`config.mk`:
```
export PLATFORM = sky130hd
export DESIGN_NAME = ipt_timers
export DESIGN_NICKNAME = d
export VERILOG_FILES = /design/src/verilog/ipt_pkg.sv /design/src/verilog/ipt_param_sel.sv /design/src/verilog/ipt_timers.sv
export SDC_FILE = /design/constraint.sdc
export NUM_CORES = 1
export LEC_CHECK = 0
export ABC_CLOCK_PERIOD_IN_PS = 3500
export BUFFER_PORTS_ARGS = -buffer_cell sky130_fd_sc_hd__buf_2
export CORE_ASPECT_RATIO = 0.7
export CORE_MARGIN = 3
export CORE_UTILIZATION = 40
export CTS_CLUSTER_DIAMETER = 120
export DETAILED_ROUTE_END_ITERATION = 12
export GPL_TIMING_DRIVEN = 0
export SETUP_SLACK_MARGIN = 0.2
export SLEW_MARGIN = 15
export SYNTH_ARGS = -nofsm -noshare
export SYNTH_HDL_FRONTEND = slang
export SYNTH_SLANG_ARGS = --single-unit
```
`constraint.sdc`:
```
create_clock -name ref_clk -period 3.5 [get_ports ref_clk]
set_clock_uncertainty 0.1 [all_clocks]
set_input_delay 0.175 -clock ref_clk [delete_from_list [all_inputs] [get_ports ref_clk]]
set_output_delay 0.175 -clock ref_clk [all_outputs]
set_load 0.01 [all_outputs]
```
`src/verilog/ipt_pkg.sv`:
```
// package of constants and types for the interval and pulse timers
package ipt_pkg;

  // ---------------------------------------------------------------
  // widths and counts
  // ---------------------------------------------------------------
  localparam int SPAN_W_DEF  = 16;  // elapsed and limit width
  localparam int NBLK_DEF    = 8;   // number of live-value source blocks
  localparam int TB_N        = 4;   // number of timebase tick lines
  localparam int TB_SEL_W    = 2;   // timebase select width
  localparam int CYC_W       = 4;   // cycle tally width

  // ---------------------------------------------------------------
  // cycle tally range of the edge-triggered relay
  // ---------------------------------------------------------------
  localparam logic [CYC_W-1:0] CYC_MIN = 4'h1;  // fewest cycles
  localparam logic [CYC_W-1:0] CYC_MAX = 4'h9;  // most cycles

  // ---------------------------------------------------------------
  // values after reset
  // ---------------------------------------------------------------
  localparam logic       OUT_RST   = 1'b0;  // every relay output low
  localparam logic       PREV_RST  = 1'b0;  // edge detectors see low
  localparam logic       PHASE_RST = 1'b1;  // generator starts high

  // ---------------------------------------------------------------
  // edge-triggered relay sequence states
  // ---------------------------------------------------------------
  typedef enum logic [1:0] {
    IPT_EDG_IDLE = 2'b00,  // waiting for a launch edge
    IPT_EDG_LOW  = 2'b01,  // timing the low phase, output low
    IPT_EDG_HIGH = 2'b10   // timing the high phase, output high
  } ipt_edg_state_t;

endpackage

```
`src/verilog/ipt_param_sel.sv`:
```
// timing parameter source: constant or live value of another block
`timescale 1ns/100ps
`default_nettype none

module ipt_param_sel
  import ipt_pkg::*;
#(
  parameter int SPAN_W = SPAN_W_DEF,
  parameter int NBLK   = NBLK_DEF,
  parameter int BLK_W  = $clog2(NBLK)
) (
  input  wire logic [SPAN_W-1:0]      const_val,
  input  wire logic                   use_live,
  input  wire logic [BLK_W-1:0]       blk_num,
  input  wire logic [NBLK*SPAN_W-1:0] live_vals,
  output logic      [SPAN_W-1:0]      limit
);

  // ---------------------------------------------------------------
  // source select
  // ---------------------------------------------------------------
  // pick the live result of the numbered block, else the constant
  always_comb begin
    limit = const_val;
    if (use_live && (int'(blk_num) < NBLK)) begin
      limit = live_vals[blk_num*SPAN_W +: SPAN_W];
    end
  end

endmodule

`default_nettype wire

```
`src/verilog/ipt_timers.sv`:
```
// interval relay, edge-triggered pulse-train relay and pulse generator
//
// Function
// - launch rise sets output, restarts elapsed
// - output drops when elapsed equals pulse span
// - launch fall ends the pulse early
// - per-function retentivity, keep or not keep
// - non-retentive state cleared after power failure
// - limits may come from another block
// - launch rise: low phase, then high
// - repeat low-high cycle tally times, 1..9
// - retrigger before end restarts the sequence
// - wipe clears elapsed and forces output low
// - generator runs only while gate on
// - generator alternates high and low phases
// - polarity flip only while gated on
`timescale 1ns/100ps
`default_nettype none

module ipt_timers
  import ipt_pkg::*;
#(
  parameter int SPAN_W = SPAN_W_DEF,       // elapsed and limit width
  parameter int NBLK   = NBLK_DEF,         // live-value source blocks
  parameter int BLK_W  = $clog2(NBLK)      // block number width
) (
  input  wire logic                   ref_clk,
  input  wire logic                   rst_n,
  // shared timebase, power events and live values
  input  wire logic [TB_N-1:0]        tick_vec,
  input  wire logic                   pwr_restore,
  input  wire logic [NBLK*SPAN_W-1:0] live_vals,
  // interval relay
  input  wire logic                   launch_in_ivl,
  input  wire logic [TB_SEL_W-1:0]    tick_sel_ivl,
  input  wire logic                   retain_ivl,
  input  wire logic [SPAN_W-1:0]      pulse_span,
  input  wire logic                   pulse_span_live,
  input  wire logic [BLK_W-1:0]       pulse_span_blk,
  output logic                        relay_output_ivl,
  output logic      [SPAN_W-1:0]      elapsed_span_ivl,
  // edge-triggered pulse-train relay
  input  wire logic                   launch_in_edg,
  input  wire logic                   wipe_input,
  input  wire logic [TB_SEL_W-1:0]    tick_sel_edg,
  input  wire logic                   retain_edg,
  input  wire logic [CYC_W-1:0]       cycle_tally,
  input  wire logic [SPAN_W-1:0]      high_phase_len_edg,
  input  wire logic                   high_live_edg,
  input  wire logic [BLK_W-1:0]       high_blk_edg,
  input  wire logic [SPAN_W-1:0]      low_phase_len_edg,
  input  wire logic                   low_live_edg,
  input  wire logic [BLK_W-1:0]       low_blk_edg,
  output logic                        relay_output_edg,
  output logic      [SPAN_W-1:0]      elapsed_span_edg,
  output logic      [CYC_W-1:0]       cycles_done_edg,
  // pulse generator
  input  wire logic                   gate_on,
  input  wire logic                   flip_out_polarity,
  input  wire logic [TB_SEL_W-1:0]    tick_sel_gen,
  input  wire logic                   retain_gen,
  input  wire logic [SPAN_W-1:0]      high_phase_len_gen,
  input  wire logic                   high_live_gen,
  input  wire logic [BLK_W-1:0]       high_blk_gen,
  input  wire logic [SPAN_W-1:0]      low_phase_len_gen,
  input  wire logic                   low_live_gen,
  input  wire logic [BLK_W-1:0]       low_blk_gen,
  output logic                        relay_output_gen,
  output logic      [SPAN_W-1:0]      elapsed_span_gen
);

  // ---------------------------------------------------------------
  // helpers
  // ---------------------------------------------------------------
  // select one tick line of the shared timebase
  function automatic logic pick_tick(input logic [TB_N-1:0]     tv,
                                     input logic [TB_SEL_W-1:0] sel);
    pick_tick = tv[sel];
  endfunction

  // one timebase step of an elapsed counter
  function automatic logic [SPAN_W-1:0] step(input logic [SPAN_W-1:0] v,
                                             input logic              tk);
    step = tk ? SPAN_W'(v + 1'b1) : v;
  endfunction

  // ---------------------------------------------------------------
  // state
  // ---------------------------------------------------------------
  typedef struct packed {
    logic                 ivl_prev;   // launch level last cycle
    logic                 ivl_out;    // interval relay output
    logic [SPAN_W-1:0]    ivl_span;   // interval elapsed time
    logic                 edg_prev;   // launch level last cycle
    ipt_edg_state_t       edg_st;     // pulse-train sequence state
    logic                 edg_out;    // pulse-train output
    logic [SPAN_W-1:0]    edg_span;   // pulse-train elapsed time
    logic [CYC_W-1:0]     edg_cyc;    // completed cycles
    logic                 gen_phase;  // 1 = high phase
    logic                 gen_out;    // generator output
    logic [SPAN_W-1:0]    gen_span;   // generator elapsed time
  } ipt_state_t;

  ipt_state_t state_r;    // registered state
  ipt_state_t state_nxt;  // next state

  logic [SPAN_W-1:0] lim_ivl;       // resolved pulse span
  logic [SPAN_W-1:0] lim_hi_edg;    // resolved high phase, relay
  logic [SPAN_W-1:0] lim_lo_edg;    // resolved low phase, relay
  logic [SPAN_W-1:0] lim_hi_gen;    // resolved high phase, generator
  logic [SPAN_W-1:0] lim_lo_gen;    // resolved low phase, generator
  logic [CYC_W-1:0]  tally_eff;     // cycle tally clamped to range
  logic              tk_ivl;        // interval timebase tick
  logic              tk_edg;        // relay timebase tick
  logic              tk_gen;        // generator timebase tick

  // ---------------------------------------------------------------
  // parameter sources
  // ---------------------------------------------------------------
  ipt_param_sel #(.SPAN_W(SPAN_W), .NBLK(NBLK), .BLK_W(BLK_W)) u_sel_ivl (
    .const_val (pulse_span),
    .use_live  (pulse_span_live),
    .blk_num   (pulse_span_blk),
    .live_vals (live_vals),
    .limit     (lim_ivl)
  );

  ipt_param_sel #(.SPAN_W(SPAN_W), .NBLK(NBLK), .BLK_W(BLK_W)) u_sel_hi_edg (
    .const_val (high_phase_len_edg),
    .use_live  (high_live_edg),
    .blk_num   (high_blk_edg),
    .live_vals (live_vals),
    .limit     (lim_hi_edg)
  );

  ipt_param_sel #(.SPAN_W(SPAN_W), .NBLK(NBLK), .BLK_W(BLK_W)) u_sel_lo_edg (
    .const_val (low_phase_len_edg),
    .use_live  (low_live_edg),
    .blk_num   (low_blk_edg),
    .live_vals (live_vals),
    .limit     (lim_lo_edg)
  );

  ipt_param_sel #(.SPAN_W(SPAN_W), .NBLK(NBLK), .BLK_W(BLK_W)) u_sel_hi_gen (
    .const_val (high_phase_len_gen),
    .use_live  (high_live_gen),
    .blk_num   (high_blk_gen),
    .live_vals (live_vals),
    .limit     (lim_hi_gen)
  );

  ipt_param_sel #(.SPAN_W(SPAN_W), .NBLK(NBLK), .BLK_W(BLK_W)) u_sel_lo_gen (
    .const_val (low_phase_len_gen),
    .use_live  (low_live_gen),
    .blk_num   (low_blk_gen),
    .live_vals (live_vals),
    .limit     (lim_lo_gen)
  );

  // ---------------------------------------------------------------
  // timebase and tally
  // ---------------------------------------------------------------
  // each function picks its own timebase; tally held to 1..9
  always_comb begin
    tk_ivl    = pick_tick(tick_vec, tick_sel_ivl);
    tk_edg    = pick_tick(tick_vec, tick_sel_edg);
    tk_gen    = pick_tick(tick_vec, tick_sel_gen);
    tally_eff = cycle_tally;
    if (cycle_tally < CYC_MIN) begin
      tally_eff = CYC_MIN;
    end else if (cycle_tally > CYC_MAX) begin
      tally_eff = CYC_MAX;
    end
  end

  // ---------------------------------------------------------------
  // next state
  // ---------------------------------------------------------------
  always_comb begin
    state_nxt          = state_r;
    state_nxt.ivl_prev = launch_in_ivl;
    state_nxt.edg_prev = launch_in_edg;

    // interval relay: edges first, then expiry, then counting
    if (launch_in_ivl && !state_r.ivl_prev) begin
      state_nxt.ivl_out  = 1'b1;
      state_nxt.ivl_span = '0;
    end else if (!launch_in_ivl && state_r.ivl_prev) begin
      state_nxt.ivl_out  = 1'b0;
    end else if (state_r.ivl_out) begin
      if (state_r.ivl_span == lim_ivl) begin
        state_nxt.ivl_out  = 1'b0;
      end else begin
        state_nxt.ivl_span = step(state_r.ivl_span, tk_ivl);
      end
    end

    // pulse-train relay: wipe beats a launch edge in the same cycle
    if (wipe_input) begin
      state_nxt.edg_st   = IPT_EDG_IDLE;
      state_nxt.edg_out  = 1'b0;
      state_nxt.edg_span = '0;
      state_nxt.edg_cyc  = '0;
    end else if (launch_in_edg && !state_r.edg_prev) begin
      state_nxt.edg_st   = IPT_EDG_LOW;
      state_nxt.edg_out  = 1'b0;
      state_nxt.edg_span = '0;
      state_nxt.edg_cyc  = '0;
    end else begin
      case (state_r.edg_st)
        IPT_EDG_LOW: begin
          if (state_r.edg_span == lim_lo_edg) begin
            state_nxt.edg_st   = IPT_EDG_HIGH;
            state_nxt.edg_out  = 1'b1;
            state_nxt.edg_span = '0;
          end else begin
            state_nxt.edg_span = step(state_r.edg_span, tk_edg);
          end
        end
        IPT_EDG_HIGH: begin
          if (state_r.edg_span == lim_hi_edg) begin
            state_nxt.edg_out  = 1'b0;
            state_nxt.edg_span = '0;
            state_nxt.edg_cyc  = CYC_W'(state_r.edg_cyc + 1'b1);
            if (CYC_W'(state_r.edg_cyc + 1'b1) == tally_eff) begin
              state_nxt.edg_st = IPT_EDG_IDLE;
            end else begin
              state_nxt.edg_st = IPT_EDG_LOW;
            end
          end else begin
            state_nxt.edg_span = step(state_r.edg_span, tk_edg);
          end
        end
        default: begin
          state_nxt.edg_st  = IPT_EDG_IDLE;   // idle holds last span
          state_nxt.edg_out = 1'b0;
        end
      endcase
    end

    // pulse generator: stopped and low while gated off
    if (!gate_on) begin
      state_nxt.gen_phase = PHASE_RST;
      state_nxt.gen_span  = '0;
      state_nxt.gen_out   = 1'b0;
    end else begin
      if (state_r.gen_phase && (state_r.gen_span == lim_hi_gen)) begin
        state_nxt.gen_phase = 1'b0;
        state_nxt.gen_span  = '0;
      end else if (!state_r.gen_phase && (state_r.gen_span == lim_lo_gen)) begin
        state_nxt.gen_phase = 1'b1;
        state_nxt.gen_span  = '0;
      end else begin
        state_nxt.gen_span = step(state_r.gen_span, tk_gen);
      end
      state_nxt.gen_out = state_nxt.gen_phase ^ flip_out_polarity;
    end

    // power restored: functions without retentivity lose their state
    if (pwr_restore) begin
      if (!retain_ivl) begin
        state_nxt.ivl_out  = OUT_RST;
        state_nxt.ivl_span = '0;
      end
      if (!retain_edg) begin
        state_nxt.edg_st   = IPT_EDG_IDLE;
        state_nxt.edg_out  = OUT_RST;
        state_nxt.edg_span = '0;
        state_nxt.edg_cyc  = '0;
      end
      if (!retain_gen) begin
        state_nxt.gen_phase = PHASE_RST;
        state_nxt.gen_out   = gate_on ? ~flip_out_polarity : OUT_RST;
        state_nxt.gen_span  = '0;
      end
    end
  end

  // ---------------------------------------------------------------
  // state register
  // ---------------------------------------------------------------
  always_ff @(posedge ref_clk) begin
    if (!rst_n) begin
      state_r.ivl_prev  <= PREV_RST;
      state_r.ivl_out   <= OUT_RST;
      state_r.ivl_span  <= '0;
      state_r.edg_prev  <= PREV_RST;
      state_r.edg_st    <= IPT_EDG_IDLE;
      state_r.edg_out   <= OUT_RST;
      state_r.edg_span  <= '0;
      state_r.edg_cyc   <= '0;
      state_r.gen_phase <= PHASE_RST;
      state_r.gen_out   <= OUT_RST;
      state_r.gen_span  <= '0;
    end else begin
      state_r <= state_nxt;
    end
  end

  // ---------------------------------------------------------------
  // outputs, all from flops
  // ---------------------------------------------------------------
  assign relay_output_ivl = state_r.ivl_out;
  assign elapsed_span_ivl = state_r.ivl_span;
  assign relay_output_edg = state_r.edg_out;
  assign elapsed_span_edg = state_r.edg_span;
  assign cycles_done_edg  = state_r.edg_cyc;
  assign relay_output_gen = state_r.gen_out;
  assign elapsed_span_gen = state_r.gen_span;

endmodule

`default_nettype wire

```
* Yosys cells after proc, flatten, opt, wreduce, memory -nomap -nowiden
Index checks and enable logic that the tools add are counted. Widths: inputs -> output; s select.
Word-level totals: word-level logic and storage cells 89, output and inout port bits 55, flip-flop bits (word level) 60
Operators by class: mux-type cells 45, eq/ne operators 8, add/subtract/negate cells 4, shift-type cells 5, magnitude comparators 5, bitwise operators 2, reductions and logical operators 9
Operator list (count):
- $shiftx 128x8->16 | 5
- $mux 16 | 14
- $eq 16x16->1 | 5
- $mux 23 | 3
- $mux 17 | 4
- $add 16x1->16 const B | 3
- $mux 41 | 1
- $mux 18 | 2
- $pmux 16 s2 | 1
- $mux 4 | 4
- $mux 1 | 10
- $lt 2x3->1 const B | 3
- $bmux 1 s2 | 3
- $mux 3 | 2
- $pmux 3 s2 | 1
- $logic_and 1x1->1 | 5
- $add 4x1->4 const B | 1
- $eq 4x4->1 | 1
- $gt 4x4->1 const B | 1
- $logic_not 1->1 | 4
- $lt 4x1->1 const B | 1
- $eq 2x1->1 const B | 1
- $eq 2x2->1 const B | 1
- $not 1->1 | 1
- $xor 1x1->1 | 1

* Longest topological paths before layout
depth after elaboration 11, gate-level depth with buffers 12

* Cells and area by module
A second synthesis with hierarchy kept.
Second synthesis, totals: cell total of the unflattened synthesis 1387, area total of the unflattened synthesis 11209.5 um2
By module, submodules not included:
- ipt_param_sel | times used 5, sequential area each 0.0 um2, cells each 168, area an instance 1353.8 um2
- ipt_timers | times used 1, sequential area each 1201.2 um2, cells each 547, area an instance 4440.5 um2

* Least setup slack after synthesis
No wires, ideal clock.
path kind in2reg, from input port high_blk_edg[0], to register state_r[39] (netlist name), slack 0.899 ns, stages on the path 10, path buffers 2, library setup time 0.087 ns, data arrival time 2.414 ns, path through buf_2 > buf_6 > mux4_2 > mux2i_1 > xor2_1 > nand2_1 > nor4b_2 > a31o_2 > mux2_2 > o31ai_1
Between the ends: word-level cells in the longest chain between the ends 9
Ends and longest elaborated chain:
- start, declared | line ipt_timers.sv:50 | input wire logic [BLK_W-1:0] high_blk_edg,
- $shiftx 128x8->16 (*) | line ipt_param_sel.sv:26 | limit = live_vals[blk_num*SPAN_W +: SPAN_W];
- $mux 16 (*) | line ipt_param_sel.sv:25 | if (use_live && (int'(blk_num) < NBLK)) begin
- $eq 16x16->1 (*) | line ipt_timers.sv:221 | if (state_r.edg_span == lim_hi_edg) begin
- $mux 3 (*) | line ipt_timers.sv:221
- $pmux 3 s2 (*) | line ipt_timers.sv:210 | case (state_r.edg_st)
- $mux 23 (*) | line ipt_timers.sv:204 | end else if (launch_in_edg && !state_r.edg_prev) begin
- $mux 23 (*) | line ipt_timers.sv:199 | if (wipe_input) begin
- $mux 23 | line ipt_timers.sv:265 | if (!retain_edg) begin
- $mux 41 (*) | line ipt_timers.sv:260 | if (pwr_restore) begin
- end signal, assigned | line ipt_timers.sv:296 | state_r <= state_nxt;
- end, declared | line ipt_timers.sv:104 | ipt_state_t state_r;
Every way passes the cells marked *; elsewhere a longest branch is shown, timed or not. A chain may end at the register's enable or synchronous reset.

* Worst setup path after layout
from input port low_blk_edg[2], to register state_r, in the netlist elapsed_span_edg[12]
Between the ends: word-level cells in the longest chain between the ends 9
Ends and longest elaborated chain:
- start, declared | line ipt_timers.sv:53 | input wire logic [BLK_W-1:0] low_blk_edg,
- $shiftx 128x8->16 (*) | line ipt_param_sel.sv:26
- $mux 16 (*) | line ipt_param_sel.sv:25
- $eq 16x16->1 (*) | line ipt_timers.sv:212 | if (state_r.edg_span == lim_lo_edg) begin
- $mux 16 (*) | line ipt_timers.sv:212
- $pmux 16 s2 (*) | line ipt_timers.sv:210
- $mux 23 (*) | line ipt_timers.sv:204
- $mux 23 (*) | line ipt_timers.sv:199
- $mux 23 | line ipt_timers.sv:265
- $mux 41 (*) | line ipt_timers.sv:260
Marked as above.

==> results.md <==
* Detailed placer's ending HPWL at between 30000 and 40000 microns
* Synth warnings at 0
* Setup WS pre-CTS at -394.9 ps
* Layout fillers at 2351
* Initial antenna violation count at 9
* Busiest metal layer after global routing: met2
* Top-Level Pins at roughly 300
* Worst-Margin Slew at roughly 850 ps
* Drt total wl at 42350 microns
* GRT Total Usage at between 20 and 30%
* HP Class: in -> reg
* Status: finished, final reports clean
* Crit end category: flop
* P&R area growth vs syn at 22.08%
* Initial core utilization at around 41%
* Setup TNS at 0 ps
* Grt ovf at 0
* Setup bufs post-CTS at 0
* Tcrit/Tclk final at between 90 and 100%
* Cells after synthesis at 1002
* Worst-Skew Late Latency at roughly 350 ps
* Top cells by area, synth: mux4_2, dfxtp_1, xor2_1
* Placed inst area at roughly 12000 sq um
* Met3 Resource Use GR at about an eighth
* Layout Nets at 1569
* Fin. Hold Viols at 0
* Slew Viols, Final at 0
* H-Tree Depth at 3
* CTS tree: done
* Mean post-synth cell area at 10.22 sq um
* Vias in the first global route at about 9800
* Die Footprint at between 20000 and 30000 sq um
* Final GP Congestion at 0.9699
* Max-slew headroom at a little over two fifths
* Share of the yosys chip area belonging to registers at 11.73%
* Synthesis-stage register bit count at 60
* Core box area at ~25000 sq um
* Die X at 197.2 microns
* Overall power at 2.914 mW
* Critical path launch point type: primary input
* Via/cell ratio at approximately 6.2
* Share of cells above drive strength 1 at 43.50%
* Synth area leader: mux4_2
* GR Util met1 at a little over two fifths
* Syn nets at 1261
* Kind of critical path: in -> reg
* Largest net degree at the start of global routing at 12
* Hold slack at just over 50 ps
* Inst Count DP at between 1500 and 2000
* Final Instance Count excl. Fillers at about 1600
* I/O Buffers at 294
* Pwr dens at around 230 nW/um^2
* Most common cell after layout, fill and taps aside: buf_2
* Met2 usage at a little over two fifths
* RSZ-0062 raised after global routing: false
* Die span in y at about 140 microns
* Clock Tree Buf Depth at 2
* Post-route cell area at about 12000 sq um
* Detailed Routing Iterations Pass 1 at 7
* Commonest non-fill, non-tap cells in the layout: buf_2, mux4_2, xor2_1
* Cell area after synthesis at a little over 10000 sq um
* Max Cap Viol at 0
* Inserted Clock Buffers at 9
* FFs w/ async S/R, synth at 0%
* Worst EP required at about 3600 ps
* Max Clk Rate at between 0.3 and 0.4 GHz
* Starting DRT DRC Count at about 1200
* Max IR drop VDD at between 0.0002 and 0.00025 V
* Clk root buf: clkbuf_16
* Arr. time, crit path at around 3400 ps
* Post-synth top area share at 32.56%
* Sequential cell area at about 1200 sq um
* Wire length per cell at about 26 microns
* Post-route DRC at 0
* Final Util at 50.14%
* Multi-input logic area at roughly 8000 sq um
* Setup violators final at 0
* Netlist cell types at 64
* DR vias at approximately 10000
* Tmin final at 3251 ps
* Post-route ant nets at 0
* Leakage Power at 5.459 nW
* Post-synth EDFFs at 0
* Clock transition at the registers of the reported paths at 60 ps
* First-pass GRT wire length at 61710 microns
* Worst Path Max Fanout at 10
* Clock Sinks at 60
* Main synth FF type: dfxtp_1
* Row cnt at between 40 and 50
* Fin worst setup slack at 248.8 ps
[Yosys cell counts (4+ instances only)]
cell        n
buf_4      55
nand2_1    46
and2_1      8
nand4_1    32
nor2b_1     5
clkbuf_1   44
buf_6      15
inv_1      22
nor4_1     16
mux2i_1   111
nor3_1     27
mux4_2    148
nor2_1     42
buf_1       6
nand2b_1   11
xor2_1    127
and3_1     15
a31o_1      5
a31oi_1     5
or3_1       4
buf_2      21
a21oi_1    16
o21ai_1     5
o21ai_0    11
ha_1        6
a22oi_1     7
nand3_1    21
xnor2_1    58
dfxtp_1    60
[critical path: stages]
cell and delay [ps]:
buf_2 260, clkbuf_2 440, mux4_2 370, mux2i_1 470
xnor2_1 180, nand3_1 100, nor4_2 440, a2bb2oi_1 330
o211a_2 340, buf_6 170, nor3_1 70
[cell families after synthesis]
group	after synthesis	share of synthesized area (%)
AO/OA/AOI/OAI	88	6.381
XOR/XNOR	185	15.83
adder cells (fa/ha/maj)	6	0.7334
buffers and inverters	165	9.644
flip-flops	60	11.73
multiplexers	262	43.75
AND/OR/NAND/NOR	236	11.93
[what timing repair did]
item                                    in CTS  in global routing
gates resized for setup                      2                  7
endpoints found under the hold margin        3                  0
endpoints found under the setup margin      16                 30
hold buffers                                 3                  0
[where the power goes]
group / switching [mW] / internal, mW / leakage [nW]
logic: 0.628 / 0.588 / 4.83
registers: 0.00188 / 0.687 / 0.484
clock network: 0.385 / 0.625 / 0.149
total: 1.01 / 1.90 / 5.46
[path summary, 6_finish.rpt]
kind / start / to / slack, ps / cells past startpoint
worst max-delay path: low_blk_edg[2] / elapsed_span_edg[12] / 250 / 11
worst min-delay path: rst_n / state_r[17] / 50 / 2
worst max register to register: elapsed_span_edg[0] / elapsed_span_edg[12] / 390 / 8
worst min register to register: relay_output_edg / relay_output_edg / 380 / 2
[area by class of cell]
cell class,count,area share (%)
multi-input cells,777,64.53
plain buffers,143,7.279
flip-flops and latches,60,9.613
diodes,5,0.1001
inverters,22,0.6609
well taps,325,3.254
clock inverters,6,0.7109
repair buffers,297,12.02
clock buffers,10,1.832
[state kept, by name, indices dropped and copies added, names as in the netlist]
signal and cells:
elapsed_span_ivl 16, relay_output_edg 1, elapsed_span_edg 16, relay_output_gen 1
relay_output_ivl 1, elapsed_span_gen 16, state_r 5, cycles_done_edg 4
[per-layer routing]
metal	part of all wire, %	vias to the layer above
met2	42	700
met3	14	68
li1	-	4388
met5	0.19	-
met4	1.5	14
met1	42	5008
(Power assumes the default switching activity.)
